**src/stall_pkg.sv**
```systemverilog
// Constants shared by the stall detector and its sample delay timer.
// Assumes one 100 MHz clock and an 8-bit back-EMF sample with a 62.5 mV step.
package stall_pkg;

  // Clock, register port, sample, average and delay timer geometry.
  localparam int unsigned CLK_FREQ_MHZ = 100;
  localparam int unsigned ADDR_W       = 8;
  localparam int unsigned DATA_W       = 32;
  localparam int unsigned BEMF_W       = 8;
  localparam int unsigned AVG_FRAC     = 3;
  localparam int unsigned AVG_W        = BEMF_W + AVG_FRAC;
  localparam int unsigned DLY_W        = 16;

  // Register offsets.
  localparam logic [ADDR_W-1:0] REG_CFG      = 8'h00;
  localparam logic [ADDR_W-1:0] REG_FLAGS    = 8'h04;
  localparam logic [ADDR_W-1:0] REG_IRQ_STAT = 8'h08;
  localparam logic [ADDR_W-1:0] REG_IRQ_MASK = 8'h0C;
  localparam logic [ADDR_W-1:0] REG_BEMF     = 8'h10;

  // Configuration field positions.
  localparam int unsigned CFG_DELAY_LSB = 0;
  localparam int unsigned CFG_BLANK_LSB = 4;
  localparam int unsigned CFG_ABS_LSB   = 8;
  localparam int unsigned CFG_DEL_LSB   = 12;
  localparam int unsigned CFG_DC100_BIT = 16;
  localparam int unsigned CFG_JIT_BIT   = 17;
  localparam int unsigned CFG_RATE_BIT  = 18;
  localparam int unsigned CFG_STOP_BIT  = 19;
  localparam int unsigned CFG_W         = 20;
  localparam logic [CFG_W-1:0] CFG_RESET = 20'h0_0000;

  // Flag and interrupt bit positions.
  localparam int unsigned FLG_DROP  = 0;
  localparam int unsigned FLG_RISE  = 1;
  localparam int unsigned FLG_FLOOR = 2;
  localparam int unsigned FLG_STALL = 3;
  localparam int unsigned FLG_LOST  = 4;
  localparam int unsigned IRQ_STALL = 0;
  localparam int unsigned IRQ_LOST  = 1;
  localparam int unsigned IRQ_REFUS = 2;
  localparam int unsigned IRQ_W     = 3;

  // Threshold scaling: 0.25 V is 4 steps, 0.5 V is 8 steps of 62.5 mV.
  localparam int unsigned DEL_SHIFT = 2;
  localparam int unsigned ABS_SHIFT = 3;
  localparam logic [3:0]  THR_OFF   = 4'h0;

  // Sample delays in microseconds for each PWM rate.
  localparam int unsigned DELAY_US_RATE0 [0:7] = '{87, 130, 174, 217, 261, 304, 348, 391};
  localparam int unsigned DELAY_US_RATE1 [0:7] = '{43, 65, 87, 109, 130, 152, 174, 196};

endpackage : stall_pkg

```
**src/step_delay_timer.sv**
```systemverilog
// Down-counter that waits a loaded number of cycles and then pulses done.
// Assumes start is a one-cycle pulse; a new start restarts the wait.
`timescale 1ns/10ps
`default_nettype none
module step_delay_timer (
  input  wire logic                     core_clk,
  input  wire logic                     rst_b,
  input  wire logic                     start,
  input  wire logic [stall_pkg::DLY_W-1:0] load,
  output logic                          busy,
  output logic                          done
);
  import stall_pkg::*;

  logic [DLY_W-1:0] cnt_q;
  logic [DLY_W-1:0] cnt_d;
  logic             done_d;
  logic [DLY_W-1:0] one_w;

  assign one_w  = {{(DLY_W-1){1'b0}}, 1'b1};
  assign busy   = (cnt_q != '0);
  assign done_d = !start && (cnt_q == one_w); // [RQ6]
  assign cnt_d  = start ? ((load == '0) ? one_w : load) : (busy ? cnt_q - one_w : cnt_q);

  always_ff @(posedge core_clk) begin
    if (!rst_b) begin
      cnt_q <= '0;
      done  <= 1'b0;
    end else begin
      cnt_q <= cnt_d;
      done  <= done_d;
    end
  end
endmodule : step_delay_timer
`default_nettype wire

```
**src/sensorless_stall_detect.sv**
```systemverilog
// Sensorless stall detector: delayed back-EMF sampling, running average,
// delta and absolute thresholds, blanking, full-duty masking and flags.
// Assumes full_step is a one-cycle pulse per full step, all inputs are
// synchronous to core_clk, and back_emf_voltage is valid whenever it is read.
// Function
// RQ1: Combined stall is OR of three flags.
// RQ2: Drop flag when sample below average minus delta.
// RQ3: Rise flag when sample above average plus delta.
// RQ4: Floor flag when sample below absolute level.
// RQ5: Stall stopping the motor sets lost step.
// RQ6: Sample delay field picks one of eight delays.
// RQ7: Host picks largest delay below one full step.
// RQ8: Blank evaluation N full steps after acceleration.
// RQ9: Absolute code zero disables, else 0.5 V steps.
// RQ10: Delta code zero disables, else 0.25 V steps.
// RQ11: Mask evaluation at full duty when enabled.
// RQ12: Host enables full-duty mask near full duty.
// RQ13: Host keeps PWM jitter off during detection.
// RQ14: PWM rate bit selects the delay column.
// RQ15: Refuse goto while fault or lost step set.
// RQ16: Stall flags hold until status is read.
//
// The implementer's own choices: the placing of the registers and the strobed register port.
`timescale 1ns/10ps
`default_nettype none
module sensorless_stall_detect #(
  parameter int unsigned CYCLES_PER_US = stall_pkg::CLK_FREQ_MHZ
) (
  input  wire logic                         core_clk,
  input  wire logic                         rst_b,
  input  wire logic [stall_pkg::ADDR_W-1:0] addr,
  input  wire logic [stall_pkg::DATA_W-1:0] wr_data,
  input  wire logic                         wr_en,
  input  wire logic                         rd_en,
  output logic      [stall_pkg::DATA_W-1:0] rd_data_q,
  input  wire logic [stall_pkg::BEMF_W-1:0] back_emf_voltage,
  input  wire logic                         full_step,
  input  wire logic                         accel_active,
  input  wire logic                         pwm_full_duty,
  input  wire logic                         goto_target_cmd,
  input  wire logic                         thermal_shutdown,
  input  wire logic                         undervoltage,
  input  wire logic                         elec_defect,
  output logic                              goto_accept_q,
  output logic                              motor_stop_q,
  output logic                              stall_q,
  output logic                              bemf_drop_flag,
  output logic                              bemf_rise_flag,
  output logic                              bemf_floor_flag,
  output logic                              lost_step_flag,
  output logic                              pwm_jitter_en,
  output logic                              pwm_rate_sel,
  output logic                              irq_q
);
  import stall_pkg::*;

  logic [CFG_W-1:0]  cfg_q;
  logic [IRQ_W-1:0]  irq_stat_q;
  logic [IRQ_W-1:0]  irq_stat_d;
  logic [IRQ_W-1:0]  irq_mask_q;
  logic [2:0]        blank_cnt_q;
  logic [2:0]        blank_cnt_d;
  logic [AVG_W-1:0]  avg_q;
  logic [AVG_W-1:0]  avg_d;
  logic              avg_valid_q;
  logic [BEMF_W-1:0] last_sample_q;
  logic              drop_d;
  logic              rise_d;
  logic              floor_d;
  logic              lost_d;

  // Configuration fields.
  wire [2:0] sample_delay_sel       = cfg_q[CFG_DELAY_LSB +: 3];
  wire [2:0] post_accel_blank_steps = cfg_q[CFG_BLANK_LSB +: 3];
  wire [3:0] abs_bemf_threshold     = cfg_q[CFG_ABS_LSB +: 4];
  wire [3:0] delta_bemf_threshold   = cfg_q[CFG_DEL_LSB +: 4];
  wire       full_duty_mask_en      = cfg_q[CFG_DC100_BIT];
  wire       stop_on_stall_en       = cfg_q[CFG_STOP_BIT];

  // Register decode.
  wire cfg_wr   = wr_en && (addr == REG_CFG);
  wire stat_wr  = wr_en && (addr == REG_IRQ_STAT);
  wire mask_wr  = wr_en && (addr == REG_IRQ_MASK);
  wire flags_rd = rd_en && (addr == REG_FLAGS);

  // Sample delay lookup; the rate bit chooses the column.
  wire [DLY_W-1:0] delay_cyc_w = pwm_rate_sel // [RQ14]
    ? DLY_W'(DELAY_US_RATE1[sample_delay_sel] * CYCLES_PER_US) // [RQ6]
    : DLY_W'(DELAY_US_RATE0[sample_delay_sel] * CYCLES_PER_US); // [RQ6]

  // Evaluation is only allowed outside acceleration, blanking and masked full duty.
  wire duty_masked = full_duty_mask_en && pwm_full_duty; // [RQ11]
  wire eval_ok     = !accel_active && (blank_cnt_q == 3'h0) && !duty_masked; // [RQ8] [RQ11]
  wire eval_start  = full_step && eval_ok;
  wire timer_done;
  wire timer_busy;
  wire eval_now    = timer_done && eval_ok;

  step_delay_timer u_delay (
    .core_clk (core_clk),
    .rst_b    (rst_b),
    .start    (eval_start),
    .load     (delay_cyc_w),
    .busy     (timer_busy),
    .done     (timer_done)
  );

  // Thresholds in sample steps of 62.5 mV.
  wire [BEMF_W+1:0] del_lvl = (BEMF_W+2)'(delta_bemf_threshold) << DEL_SHIFT; // [RQ10]
  wire [BEMF_W+1:0] abs_lvl = (BEMF_W+2)'(abs_bemf_threshold) << ABS_SHIFT;   // [RQ9]
  wire [BEMF_W+1:0] smp_w   = (BEMF_W+2)'(back_emf_voltage);
  wire [BEMF_W+1:0] back_emf_average = (BEMF_W+2)'(avg_q[AVG_W-1:AVG_FRAC]);

  wire del_on    = (delta_bemf_threshold != THR_OFF) && avg_valid_q; // [RQ10]
  wire abs_on    = (abs_bemf_threshold != THR_OFF);                  // [RQ9]
  wire drop_set  = eval_now && del_on && (smp_w + del_lvl < back_emf_average); // [RQ2]
  wire rise_set  = eval_now && del_on && (smp_w > back_emf_average + del_lvl); // [RQ3]
  wire floor_set = eval_now && abs_on && (smp_w < abs_lvl);                   // [RQ4]
  wire any_set   = drop_set || rise_set || floor_set;
  wire stop_now  = any_set && stop_on_stall_en;

  // Flags hold until the flag register is read; a new event beats the clear.
  assign drop_d  = drop_set  || (bemf_drop_flag  && !flags_rd); // [RQ16]
  assign rise_d  = rise_set  || (bemf_rise_flag  && !flags_rd); // [RQ16]
  assign floor_d = floor_set || (bemf_floor_flag && !flags_rd); // [RQ16]
  assign lost_d  = stop_now  || (lost_step_flag  && !flags_rd); // [RQ5]

  // Exponential running average with weight one eighth.
  assign avg_d = avg_valid_q
    ? AVG_W'(avg_q - (avg_q >> AVG_FRAC) + AVG_W'(back_emf_voltage))
    : AVG_W'({back_emf_voltage, {AVG_FRAC{1'b0}}});

  // Blanking reloads while accelerating and counts down on full steps after.
  assign blank_cnt_d = accel_active ? post_accel_blank_steps // [RQ8]
                     : (full_step && blank_cnt_q != 3'h0) ? blank_cnt_q - 3'h1 : blank_cnt_q;

  wire goto_blocked = lost_step_flag || thermal_shutdown || undervoltage || elec_defect; // [RQ15]

  wire [IRQ_W-1:0] irq_events = {goto_target_cmd && goto_blocked, stop_now, any_set};
  assign irq_stat_d = irq_events | (irq_stat_q & ~(stat_wr ? wr_data[IRQ_W-1:0] : '0));

  // Read mux; unmapped offsets read as zero.
  wire [DATA_W-1:0] flags_w = DATA_W'({lost_step_flag, stall_q, bemf_floor_flag,
                                       bemf_rise_flag, bemf_drop_flag});
  wire [DATA_W-1:0] rd_mux =
      (addr == REG_CFG)      ? DATA_W'(cfg_q)      :
      (addr == REG_FLAGS)    ? flags_w             :
      (addr == REG_IRQ_STAT) ? DATA_W'(irq_stat_q) :
      (addr == REG_IRQ_MASK) ? DATA_W'(irq_mask_q) :
      (addr == REG_BEMF)     ? DATA_W'({back_emf_average[BEMF_W-1:0], last_sample_q}) :
                               32'h0000_0000;

  always_ff @(posedge core_clk) begin
    if (!rst_b) begin
      cfg_q      <= CFG_RESET;
      irq_stat_q <= '0;
      irq_mask_q <= '0;
      rd_data_q  <= 32'h0000_0000;
      irq_q      <= 1'b0;
    end else begin
      if (cfg_wr)
        cfg_q <= wr_data[CFG_W-1:0];
      if (mask_wr)
        irq_mask_q <= wr_data[IRQ_W-1:0];
      irq_stat_q <= irq_stat_d;
      irq_q      <= |(irq_stat_d & (mask_wr ? wr_data[IRQ_W-1:0] : irq_mask_q));
      rd_data_q  <= rd_en ? rd_mux : 32'h0000_0000;
    end
  end

  always_ff @(posedge core_clk) begin
    if (!rst_b) begin
      pwm_jitter_en <= 1'b0;
      pwm_rate_sel  <= 1'b0;
    end else if (cfg_wr) begin
      pwm_jitter_en <= wr_data[CFG_JIT_BIT];
      pwm_rate_sel  <= wr_data[CFG_RATE_BIT]; // [RQ14]
    end
  end

  always_ff @(posedge core_clk) begin
    if (!rst_b) begin
      blank_cnt_q   <= 3'h0;
      avg_q         <= '0;
      avg_valid_q   <= 1'b0;
      last_sample_q <= '0;
    end else begin
      blank_cnt_q <= blank_cnt_d;
      if (eval_now) begin
        avg_q         <= avg_d;
        avg_valid_q   <= 1'b1;
        last_sample_q <= back_emf_voltage;
      end
    end
  end

  // The combined flag is taken from the same next values as the three flags.
  always_ff @(posedge core_clk) begin
    if (!rst_b) begin
      bemf_drop_flag  <= 1'b0;
      bemf_rise_flag  <= 1'b0;
      bemf_floor_flag <= 1'b0;
      lost_step_flag  <= 1'b0;
      stall_q         <= 1'b0;
      motor_stop_q    <= 1'b0;
      goto_accept_q   <= 1'b0;
    end else begin
      bemf_drop_flag  <= drop_d;
      bemf_rise_flag  <= rise_d;
      bemf_floor_flag <= floor_d;
      lost_step_flag  <= lost_d;                          // [RQ5]
      stall_q         <= drop_d || rise_d || floor_d;     // [RQ1]
      motor_stop_q    <= stop_now;                        // [RQ5]
      goto_accept_q   <= goto_target_cmd && !goto_blocked; // [RQ15]
    end
  end
endmodule : sensorless_stall_detect
`default_nettype wire

```
**config.mk**
```make
export PLATFORM = sky130hd
export DESIGN_NAME = sensorless_stall_detect
export DESIGN_NICKNAME = d
export VERILOG_FILES = /design/src/stall_pkg.sv /design/src/step_delay_timer.sv /design/src/sensorless_stall_detect.sv
export SDC_FILE = /design/constraint.sdc
export NUM_CORES = 1
export LEC_CHECK = 0
export BUFFER_PORTS_ARGS = -buffer_cell sky130_fd_sc_hd__buf_2
export CAP_MARGIN = 30
export CORE_MARGIN = 5
export CORE_UTILIZATION = 35
export CTS_CLUSTER_DIAMETER = 150
export DETAILED_ROUTE_END_ITERATION = 8
export PLACE_DENSITY = 0.61
export SLEW_MARGIN = 40
export SYNTH_ARGS = -nofsm -noshare
export SYNTH_HDL_FRONTEND = slang
export SYNTH_SLANG_ARGS = --single-unit
```
**constraint.sdc**
```tcl
create_clock -name core_clk -period 5.95 [get_ports core_clk]
set_clock_uncertainty 0.2 [all_clocks]
set_input_delay 1.19 -clock core_clk [delete_from_list [all_inputs] [get_ports core_clk]]
set_output_delay 1.19 -clock core_clk [all_outputs]
set_load 0.02 [all_outputs]
```
==> run metrics, run 1 <==
status completed; die width around 150 microns; Power, Total 0.00145 W; Ports 101; Distinct cells, synth 61; post-synth top area share 26.8%; # setup viols final 0; total grt overflow 0; FF-to-FF setup slack 0.95 ns; RSZ-0062 raised after global routing no; hold path start last_sample_q[7]; register area share after synthesis 26.8%; largest net degree at the start of global routing 65; # port buffers between 70 and 80; Final TNS setup 0 ns; MaxCap Viol Count 0; Worst Path Arrival roughly 5.1 ns; CTS tree done; area grow syn2layout 12.0%; multi-input logic area 4670 sq um; R2R Path End u_delay.cnt_q[0]; CTS Sinks 94; R2R Path Start cfg_q[1]; RePlAce Congestion 0.880; largest family of logic cells by synthesized area adder cells; f_max 200 MHz; Synth Flop Type dfxtp_1; fillcell total 2042; Synth Area in Simple Gates about 18%; Inserted Clock Buffers 9; fin crit period 5.00 ns; minimum hold slack between 0.2 and 0.3 ns; post-synthesis async set-or-reset flop share 0%; relative slew slack 47.8%; CP Max Fanout 11; post-synthesis cell count 835; number of global-route vias before repair between 5000 and 6000; initial antenna violation count 0; Tcrit/Tclk final 84.0%; Core ar. 19600 sq um; Hold Fails Final Rpt 0; critical path type reg -> reg; Worst EP required between 6 and 7 ns; power per standard cell area 185 nW/um^2; via count 5919; post-CTS setup buffer count 0; nets@finish 1062; Post-synth EDFFs 0; clock share of power 38.1%; Synth Area in Compound Gates 19.7%; top cells by area, synth dfxtp_1, ha_1, nand2_1; Pre-antenna DRT Iters 4; root buf cell clkbuf_16; Post-DP Area 7580 sq um; latest clock arrival within the worst-skew pair between 0.3 and 0.4 ns; Initial Utilization 35.8%; synthesized area per cell 8.40 sq um; Post-CTS Hold Fix Bufs 0; Worst Setup Start Kind register; residual DRC count 0; mux cell area share after synthesis roughly 2.6%; Hold Path Sink last_sample_q[7]; Worst Hold Depth 2; leakage approximately 3.3 nW; cell taking the most area after synthesis dfxtp_1; Combinational Power Share 16.1%; final WL around 18000 microns; register area 1880 sq um; xor/xnor cell area share of the yosys netlist 4.50%; layout cells sized above 1 12.2%; first-pass GRT wire length 29200 microns; final HPWL from detailed placement 13800 microns; detailed router's first-iteration violation count 321; Yosys reg bits 94; Worst-path clk slew 0.07 ns; die height 152 microns; Via-to-Cell Ratio 5.09; GRT Util Overall 16.0%; CP Capture Type register; Reg power frac a little under half; switching part of the total 29.0%; H-tree levels 3; synthesized area 7010 sq um; Tightest Hold Check Type reg -> reg; Max VDD drop 119 uV; Final ANT Viol Nets 0; die area 23000 sq um; Switching Power 0.000421 W; synth warn 0; Final Instance Area around 7900 sq um; Resized cells post-CTS 0; R2R depth 13; Ant. Diodes 0; adder-cell share of the synthesized area between 20% and 30%; Int Power 0.00103 W; max-slew violation count 0; FP Rows 51; wire length per cell 15.5 microns; worst-margin pin slew 0.779 ns; maximum root-to-sink buffer count 2
[layer usage]
layer / share of wire (%) / GRT usage [%] / wire (microns) / vias to the layer above
met2: 49 / 28.0 / 8900 / 106
met5: 0 / 0 / 0 / -
met3: 4.4 / 2.59 / 788 / 14
met1: 45 / 20.6 / 8150 / 2794
li1: - / - / - / 3005
met4: 1.2 / 4.09 / 212 / 0
[per-stage QoR]
step	cells	worst slack [ns]	utilization (%)
floorplan	846	1.75	-
global placement	1147	1.05	38.6
detailed placement	1147	1.01	38.7
CTS	1162	1.01	40.1
global route	1162	0.596	40.1
finish	1162	0.955	40.1
[how the worst max path moves through the flow]
stage / endpoint / slack [ns] / cells after the start / startpoint
after CTS: u_delay.cnt_q[0] / 1.01 / 13 / cfg_q[1]
after global routing: u_delay.cnt_q[0] / 0.60 / 14 / cfg_q[1]
after floorplan: u_delay.cnt_q[0] / 1.75 / 14 / cfg_q[1]
after detailed placement: u_delay.cnt_q[0] / 1.01 / 13 / cfg_q[1]
final: u_delay.cnt_q[0] / 0.95 / 13 / cfg_q[1]
after global placement: u_delay.cnt_q[0] / 1.05 / 14 / cfg_q[1]
[critical path, stage by stage, from the launching register on]
cell and delay, ns:
dfxtp_1 0.58, inv_1 0.19, ha_1 0.39, xnor2_1 0.45, ha_1 0.33, ha_1 0.31
fa_1 0.46, ha_1 0.34, nor2_1 0.07, nor3b_1 0.31, mux2_2 0.40, a2111oi_0 0.49
nand4_1 0.16, o31ai_1 0.21
[power groups by stage]
stage	Combinational [W]	Sequential (W)	Clock [W]
after floorplan	0.000178	0.000676	0
after CTS	0.000233	0.000666	0.000568
after global placement	0.000228	0.000680	0
final	0.000233	0.000666	0.000554
after detailed placement	0.000231	0.000680	0
after global routing	0.000263	0.000668	0.000594
[cell usage after synthesis (all sizes together), types with 2 or more instances]
library cell / n
and2: 9
o2111ai: 2
or4: 2
ha: 93
a2bb2oi: 2
xnor2: 24
o21ba: 2
dfxtp: 94
o22ai: 3
nand4: 5
a31oi: 4
nand2: 94
o21a: 6
nand2b: 5
and3: 5
o21ai: 42
nor2b: 15
nor4b: 3
a21boi: 38
clkbuf: 25
nor3b: 4
mux2i: 15
a211oi: 20
and3b: 2
o22a: 2
fa: 17
nand3: 17
or3: 7
buf: 18
nor4: 11
xor2: 12
mux2: 3
nor3: 17
nor2: 49
a21o: 10
inv: 77
a2111oi: 3
nand3b: 2
o31ai: 7
o21bai: 2
o211ai: 6
a22o: 12
or2: 3
a21oi: 35
[final cells by class]
cell class | count | share of cell area, %
clock buffer | 9 | 2.87
tap | 265 | 4.22
multi-input combinational | 632 | 59.5
timing repair buffer | 79 | 5.13
clock inverter | 6 | 0.621
sequential | 94 | 24.0
inverter | 77 | 3.68
[registers in the layout, summed over array words and instances (netlist names), 3 cells and up]
name / flops
irq_mask_q: 3
u_delay.cnt_q: 16
blank_cnt_q: 3
irq_stat_q: 3
rd_data_q: 20
avg_q: 11
last_sample_q: 8
cfg_q: 20
[cells by family after synthesis]
family                   Yosys count
AO/OA/AOI/OAI                    204
buffers and inverters            120
flip-flops                        94
adder cells (fa/ha/maj)          110
multiplexers                      18
XOR/XNOR                          36
AND/OR/NAND/NOR                  252
other                              1
[placed cells by master (no fill, tap or decap), types with 6 or more instances in the layout]
| cell | n |
|---|---|
| a211oi_1 | 20 |
| a21boi_0 | 38 |
| a21o_1 | 10 |
| a21oi_1 | 35 |
| a22o_1 | 12 |
| and2_1 | 9 |
| buf_2 | 76 |
| clkbuf_16 | 9 |
| conb_1 | 12 |
| dfxtp_1 | 94 |
| fa_1 | 17 |
| ha_1 | 93 |
| inv_1 | 77 |
| mux2i_1 | 15 |
| nand2_1 | 94 |
| nand3_1 | 16 |
| nor2_1 | 49 |
| nor2b_1 | 15 |
| nor3_1 | 17 |
| nor4_1 | 10 |
| o211ai_1 | 6 |
| o21a_1 | 6 |
| o21ai_0 | 42 |
| o31ai_1 | 7 |
| or3_1 | 7 |
| xnor2_1 | 24 |
| xor2_1 | 12 |
No activity file was read; power rests on OpenSTA's default activity.
==> inputs of run 2 (changes only) <==
--- a/config.mk
+++ b/config.mk
@@ -5,13 +5,14 @@
 export SDC_FILE = /design/constraint.sdc
 export NUM_CORES = 1
 export LEC_CHECK = 0
+export ABC_AREA = 1
 export BUFFER_PORTS_ARGS = -buffer_cell sky130_fd_sc_hd__buf_2
 export CAP_MARGIN = 30
 export CORE_MARGIN = 5
 export CORE_UTILIZATION = 35
 export CTS_CLUSTER_DIAMETER = 150
 export DETAILED_ROUTE_END_ITERATION = 8
-export PLACE_DENSITY = 0.61
+export PLACE_DENSITY = 0.63
 export SLEW_MARGIN = 40
 export SYNTH_ARGS = -nofsm -noshare
 export SYNTH_HDL_FRONTEND = slang
==> constraint.sdc (replaced) <==
create_clock -name core_clk -period 4.2 [get_ports core_clk]
set_clock_uncertainty 0.2 [all_clocks]
set_input_delay 0.84 -clock core_clk [delete_from_list [all_inputs] [get_ports core_clk]]
set_output_delay 0.84 -clock core_clk [all_outputs]
set_load 0.02 [all_outputs]
==> run metrics, run 2 <==
xor/xnor cell area share of the yosys netlist 2.64%; met2 Resource Use GR 28.1%; fin crit period 3.94 ns; layout cells sized above 1 15.1%; initial antenna violation count 0; critical path type reg -> reg; synth warn 0; top-count cell post-synth inv_1; RePlAce Congestion 0.885; root buf cell clkbuf_16; gr busiest metal met2; synthesized area 7300 sq um; final WL 19500 microns; Worst Hold Depth 2; via count ~6600; Yosys reg bits 94; power per standard cell area 337 nW/um^2; die area between 20000 and 25000 sq um; die height ~150 microns; maximum root-to-sink buffer count 2; Tcrit/Tclk final 93.7%; Ports between 100 and 150; Final ANT Viol Nets 0; CTS Sinks between 90 and 100; cell taking the most area after synthesis dfxtp_1; Synth Flop Type dfxtp_1; Ant. Diodes 0; Worst Path Arrival 4.03 ns; post-synth top area share between 20% and 30%; Worst EP required 4.29 ns; commonest non-fill, non-tap cell in the layout inv_1; mux cell area share after synthesis 0%; # setup viols final 0; area grow syn2layout 13.0%; f_max between 200 and 300 MHz; crit-path cells buf_4, ha_1, inv_1, nand2_1, o21ai_1, inv_1, ha_1, ha_1, fa_1, ha_1, nand2_1, or2_2, nand3_1, nand2_1, nand3_1, nand2_1, nor2_1, nand3_1, a21oi_2; Post-Route Utilization 40.5%; R2R Path End u_delay.cnt_q[0]; Core ar. approximately 20000 sq um; wire length per cell 14.5 microns; Max VDD drop 212 uV; Worst path max stage delay 0.48 ns; top cells by area, synth dfxtp_1, ha_1, inv_1; FP Rows 52; WP buf/inv 3; Crit-path slowest cell fa_1; Final Instance Area 8250 sq um; detailed router's first-iteration violation count 364; Pre-antenna DRT Iters 5; Hold Fails Final Rpt 0; most frequent cells in the layout inv_1, nand2_1, ha_1, dfxtp_1, a21oi_1; largest family of logic cells by synthesized area simple AND/OR/NAND/NOR gates; Synth Area in Simple Gates 22.3%; Initial Utilization ~36%; R2R Path Start cfg_q[1]; register area share after synthesis around a quarter; largest net degree at the start of global routing 31; # port buffers 76; die width 154 microns; nets@finish 1237; Post-DP Area 7900 sq um; leakage 4.02 nW; Final Worst Setup Slack between 0.2 and 0.3 ns; met1 Usage GRT between 20% and 30%; adder-cell share of the synthesized area about 20%; latest clock arrival within the worst-skew pair roughly 0.36 ns; CTS tree done; max-slew violation count 0; met3 Usage GRT roughly 2.4%; number of global-route vias before repair 6280; CP Max Fanout 10; GRT Util Overall 16.5%; Hold Path Sink rd_data_q[17]; post-synthesis async set-or-reset flop share 0%; top cells by count, synth inv_1, nand2_1, a21oi_1, dfxtp_1, ha_1; minimum hold slack 0.250 ns; top flop regs cfg_q: 20 flops, rd_data_q: 20 flops, u_delay.cnt_q: 16 flops; total grt overflow 0; Inserted Clock Buffers 9; Synth Area in Compound Gates 16.2%; residual DRC count 0; CP Capture Type register; post-synthesis cell count 996; Setup WS pre-CTS 0.138 ns; Post-CTS Hold Fix Bufs 0; relative slew slack approximately 54%; Tightest Hold Check Type reg -> reg; hold path start cfg_q[17]; R2R depth 19; MaxCap Viol Count 0; Top delay family on crit path adder cells; Via-to-Cell Ratio 4.89; H-tree levels 3; Post-synth EDFFs 0; status completed; worst-margin pin slew 0.690 ns; synthesized area per cell roughly 7.3 sq um; final HPWL from detailed placement 15400 microns; first-pass GRT wire length 31700 microns; FF-to-FF setup slack 0.26 ns; Worst Setup Start Kind register; Worst-path clk slew 0.07 ns; Distinct cells, synth between 50 and 60
==> run 2: cell count changes after synthesis, sizes merged, moves of 11 or more <==
cell    before  now
nand4        5   16
a211oi      20    2
a21boi      38    2
nand2       94  169
nand3       17   44
o21ai       42   72
xnor2       24   10
nor2b       15    0
nor2        49   81
inv         77  178
mux2i       15    0
a21oi       35   96
a22o        12    0
clkbuf      25   10
==> run 2: layer usage <==
layer	vias to the layer above	wire [microns]
met5	-	0
met4	0	395
met3	31	686
met2	123	9490
met1	3038	8920
li1	3370	-
==> run 2: what timing repair did <==
action,CTS,global route
setup endpoints to repair,0,2
setup buffers,0,0
resized for setup,0,8
==> run 2: kinds of logic after synthesis <==
group	count (synthesis)
AO/OA/AOI/OAI	211
XOR/XNOR	22
adder cells (fa/ha/maj)	110
buffers and inverters	215
flip-flops	94
other	1
AND/OR/NAND/NOR	343
==> run 2: final cells by class <==
type | count | area, sq um
fill | 2121 | 12100
multi-input combinational | 698 | 4570
sequential | 94 | 1880
inverter | 179 | 672
timing repair buffer | 86 | 455
tap | 270 | 338
clock buffer | 9 | 225
clock inverter | 5 | 108
==> run 2: power breakdown <==
part / switching [W] / total (W) / internal [W]
sequential: 0.0000645 / 0.00103 / 0.000968
combinational: 0.000490 / 0.000788 / 0.000298
clock: 0.000378 / 0.000957 / 0.000579
==> run 2: worst max-delay path by stage <==
stage             start                to  slack, ns  cells after the start
6_report       cfg_q[1]  u_delay.cnt_q[0]       0.26                     19
5_1_grt        cfg_q[0]  u_delay.cnt_q[0]     -0.007                     20
3_5_place_dp   cfg_q[0]  u_delay.cnt_q[0]       0.14                     18
4_1_cts        cfg_q[0]  u_delay.cnt_q[0]       0.12                     18
3_3_place_gp   cfg_q[0]  u_delay.cnt_q[0]       0.15                     18
2_1_floorplan  cfg_q[1]  u_delay.cnt_q[0]       0.30                     17
==> run 2: through the flow <==
step	cells	power [W]	setup TNS, ns
2_1_floorplan	1007	0.00167	0
3_3_place_gp	1327	0.00182	0
3_5_place_dp	1327	0.00184	0
4_1_cts	1341	0.00280	0
5_1_grt	1341	0.00295	-0.00702
6_report	1341	0.00278	0
==> run 2: worst register-to-register path, stage by stage (launching register included) <==
cell and delay, ns:
dfxtp_1 0.31, buf_4 0.17, ha_1 0.20, inv_1 0.07, nand2_1 0.07, o21ai_1 0.18, inv_1 0.10, ha_1 0.31
ha_1 0.33, fa_1 0.48, ha_1 0.38, nand2_1 0.09, or2_2 0.31, nand3_1 0.07, nand2_1 0.05, nand3_1 0.10
nand2_1 0.11, nor2_1 0.11, nand3_1 0.12, a21oi_2 0.13
==> inputs of run 3 (changes only) <==
==> constraint.sdc (replaced) <==
create_clock -name core_clk -period 3.2 [get_ports core_clk]
set_clock_uncertainty 0.2 [all_clocks]
set_input_delay 0.64 -clock core_clk [delete_from_list [all_inputs] [get_ports core_clk]]
set_output_delay 0.64 -clock core_clk [all_outputs]
set_load 0.02 [all_outputs]
==> run metrics, run 3 (synthesis results as in run 2) <==
hold path start cfg_q[17]; Tightest Hold Check Type reg -> reg; Initial Utilization 35.9%; nets@finish 1312; layout cells sized above 1 approximately 27%; Worst Setup Start Kind register; worst setup path endpoint u_delay.cnt_q[12]; detailed router's first-iteration violation count ~330; # setup viols final 8; Inserted Clock Buffers 9; Hold Fails Final Rpt 0; Worst-path clk slew about 0.07 ns; Ports 101; initial antenna violation count 0; RSZ-0062 raised after global routing yes; via count ~6800; R2R Path Start cfg_q[1]; top flop regs cfg_q: 20 flops, rd_data_q: 20 flops, u_delay.cnt_q: 16 flops; number of global-route vias before repair 6556; Via-to-Cell Ratio a little under 5; MaxCap Viol Count 0; worst-margin pin slew 0.559 ns; status complete, but fails checks; root buf cell clkbuf_16; largest net degree at the start of global routing 37; wire length per cell 14.4 microns; Final Instance Area 9290 sq um; leakage 4.40 nW; residual DRC count 0; maximum root-to-sink buffer count 2; die height 154 microns; f_max roughly 280 MHz; fillcell total 2052; H-tree levels 3; Worst Hold Depth 2; FF-to-FF setup slack -0.38 ns; commonest non-fill, non-tap cell in the layout inv_1; R2R Path End u_delay.cnt_q[12]; first-pass GRT wire length 32800 microns; most frequent cells in the layout inv_1, nand2_1, dfxtp_1; total grt overflow 0; Final ANT Viol Nets 0; register area 1890 sq um; Worst Path Arrival 3.63 ns; max-slew violation count 0; Post-DP Area 8650 sq um; die area ~24000 sq um; CTS tree done; failing checks setup timing; CP Max Fanout 5; multi-input logic area 5050 sq um; GRT Util Overall 16.9%; Tcrit/Tclk final 112%; power per standard cell area 386 nW/um^2; RePlAce Congestion 0.905; final WL 20400 microns; critical path type reg -> reg; die width 154 microns; final HPWL from detailed placement 16600 microns; area grow syn2layout 27.2%; Post-CTS Hold Fix Bufs 0; Worst Setup SP cfg_q[1]; fin crit period 3.58 ns; Max VDD drop around 300 uV; relative slew slack 62.7%; Ant. Diodes 0; latest clock arrival within the worst-skew pair 0.35 ns; Post-Route Utilization between 40% and 50%; Final Worst Setup Slack -0.379 ns; # port buffers 76; minimum hold slack 0.253 ns; Core ar. 20400 sq um; CP Capture Type register; R2R depth 19; FP Rows 52; Worst EP required 3.25 ns; CTS Sinks 94; Pre-antenna DRT Iters 4
[run 3: cell types whose count changed in the layout (fill, tap and decap cells not counted), sizes merged]
| cell | change |
|---|---|
| clkinvlp | +2 |
| clkinv | -1 |
| buf | +75 |
| bufinv | -2 |
| clkbuf | +2 |
[run 3: repair_timing]
action / in CTS / in global routing
gates resized for setup: 43 / 22
pin swaps: 11 / 17
buffers inserted: 4 / 3
endpoints found under the setup margin: 8 / 10
[run 3: where the power goes]
group / total (W) / internal, W / switching [W]
sequential: 0.00135 / 0.00127 / 0.0000806
combinational: 0.00110 / 0.000441 / 0.000658
clock: 0.00114 / 0.000653 / 0.000486
total: 0.00359 / 0.00236 / 0.00122
[run 3: final cells by class]
cell class | instances | share of cell area, %
Tap cell | 270 | 3.64
Clock buffer | 11 | 2.73
Multi-Input combinational cell | 698 | 54.3
Timing Repair Buffer | 161 | 11.1
Clock inverter | 4 | 0.579
Sequential cell | 94 | 20.3
Inverter | 179 | 7.29
[run 3: worst min path at each step]
stage,slack [ns],to
final,0.25,rd_data_q[17]
after global placement,0.24,rd_data_q[17]
after CTS,0.25,rd_data_q[17]
after floorplan,0.22,last_sample_q[3]
after global routing,0.27,rd_data_q[17]
after detailed placement,0.24,rd_data_q[17]
[run 3: metrics by stage]
| stage | TNS [ns] | setup WS (ns) | total power [W] | std cells |
|---|---|---|---|---|
| after floorplan | -0.376 | -0.152 | 0.00221 | 1007 |
| after global placement | -2.70 | -0.418 | 0.00243 | 1395 |
| after detailed placement | -2.91 | -0.426 | 0.00245 | 1395 |
| after CTS | -1.85 | -0.340 | 0.00360 | 1414 |
| after global routing | -3.35 | -0.555 | 0.00382 | 1417 |
| final | -2.11 | -0.379 | 0.00359 | 1417 |
[run 3: per-layer routing]
metal / vias up / GRT usage, % / routed length, microns
li1: 3524 / - / -
met1: 3154 / 21.6 / 8980
met2: 147 / 30.3 / 10400
met3: 16 / 2.74 / 863
met4: 0 / 3.07 / 234
met5: - / 0 / 0
[run 3: critical path, cell delays in order (launching register included)]
cell and delay (ns):
dfxtp_4 0.39, inv_4 0.06, ha_4 0.26, xnor2_4 0.25, ha_4 0.26, ha_4 0.26, inv_2 0.03, fa_1 0.48
inv_2 0.05, ha_4 0.30, nand3_1 0.11, nand2_2 0.09, nand2_1 0.05, nand2_1 0.08, a21oi_1 0.07, o21ai_1 0.13
nand2_2 0.11, buf_4 0.14, o21ai_1 0.11, inv_1 0.04
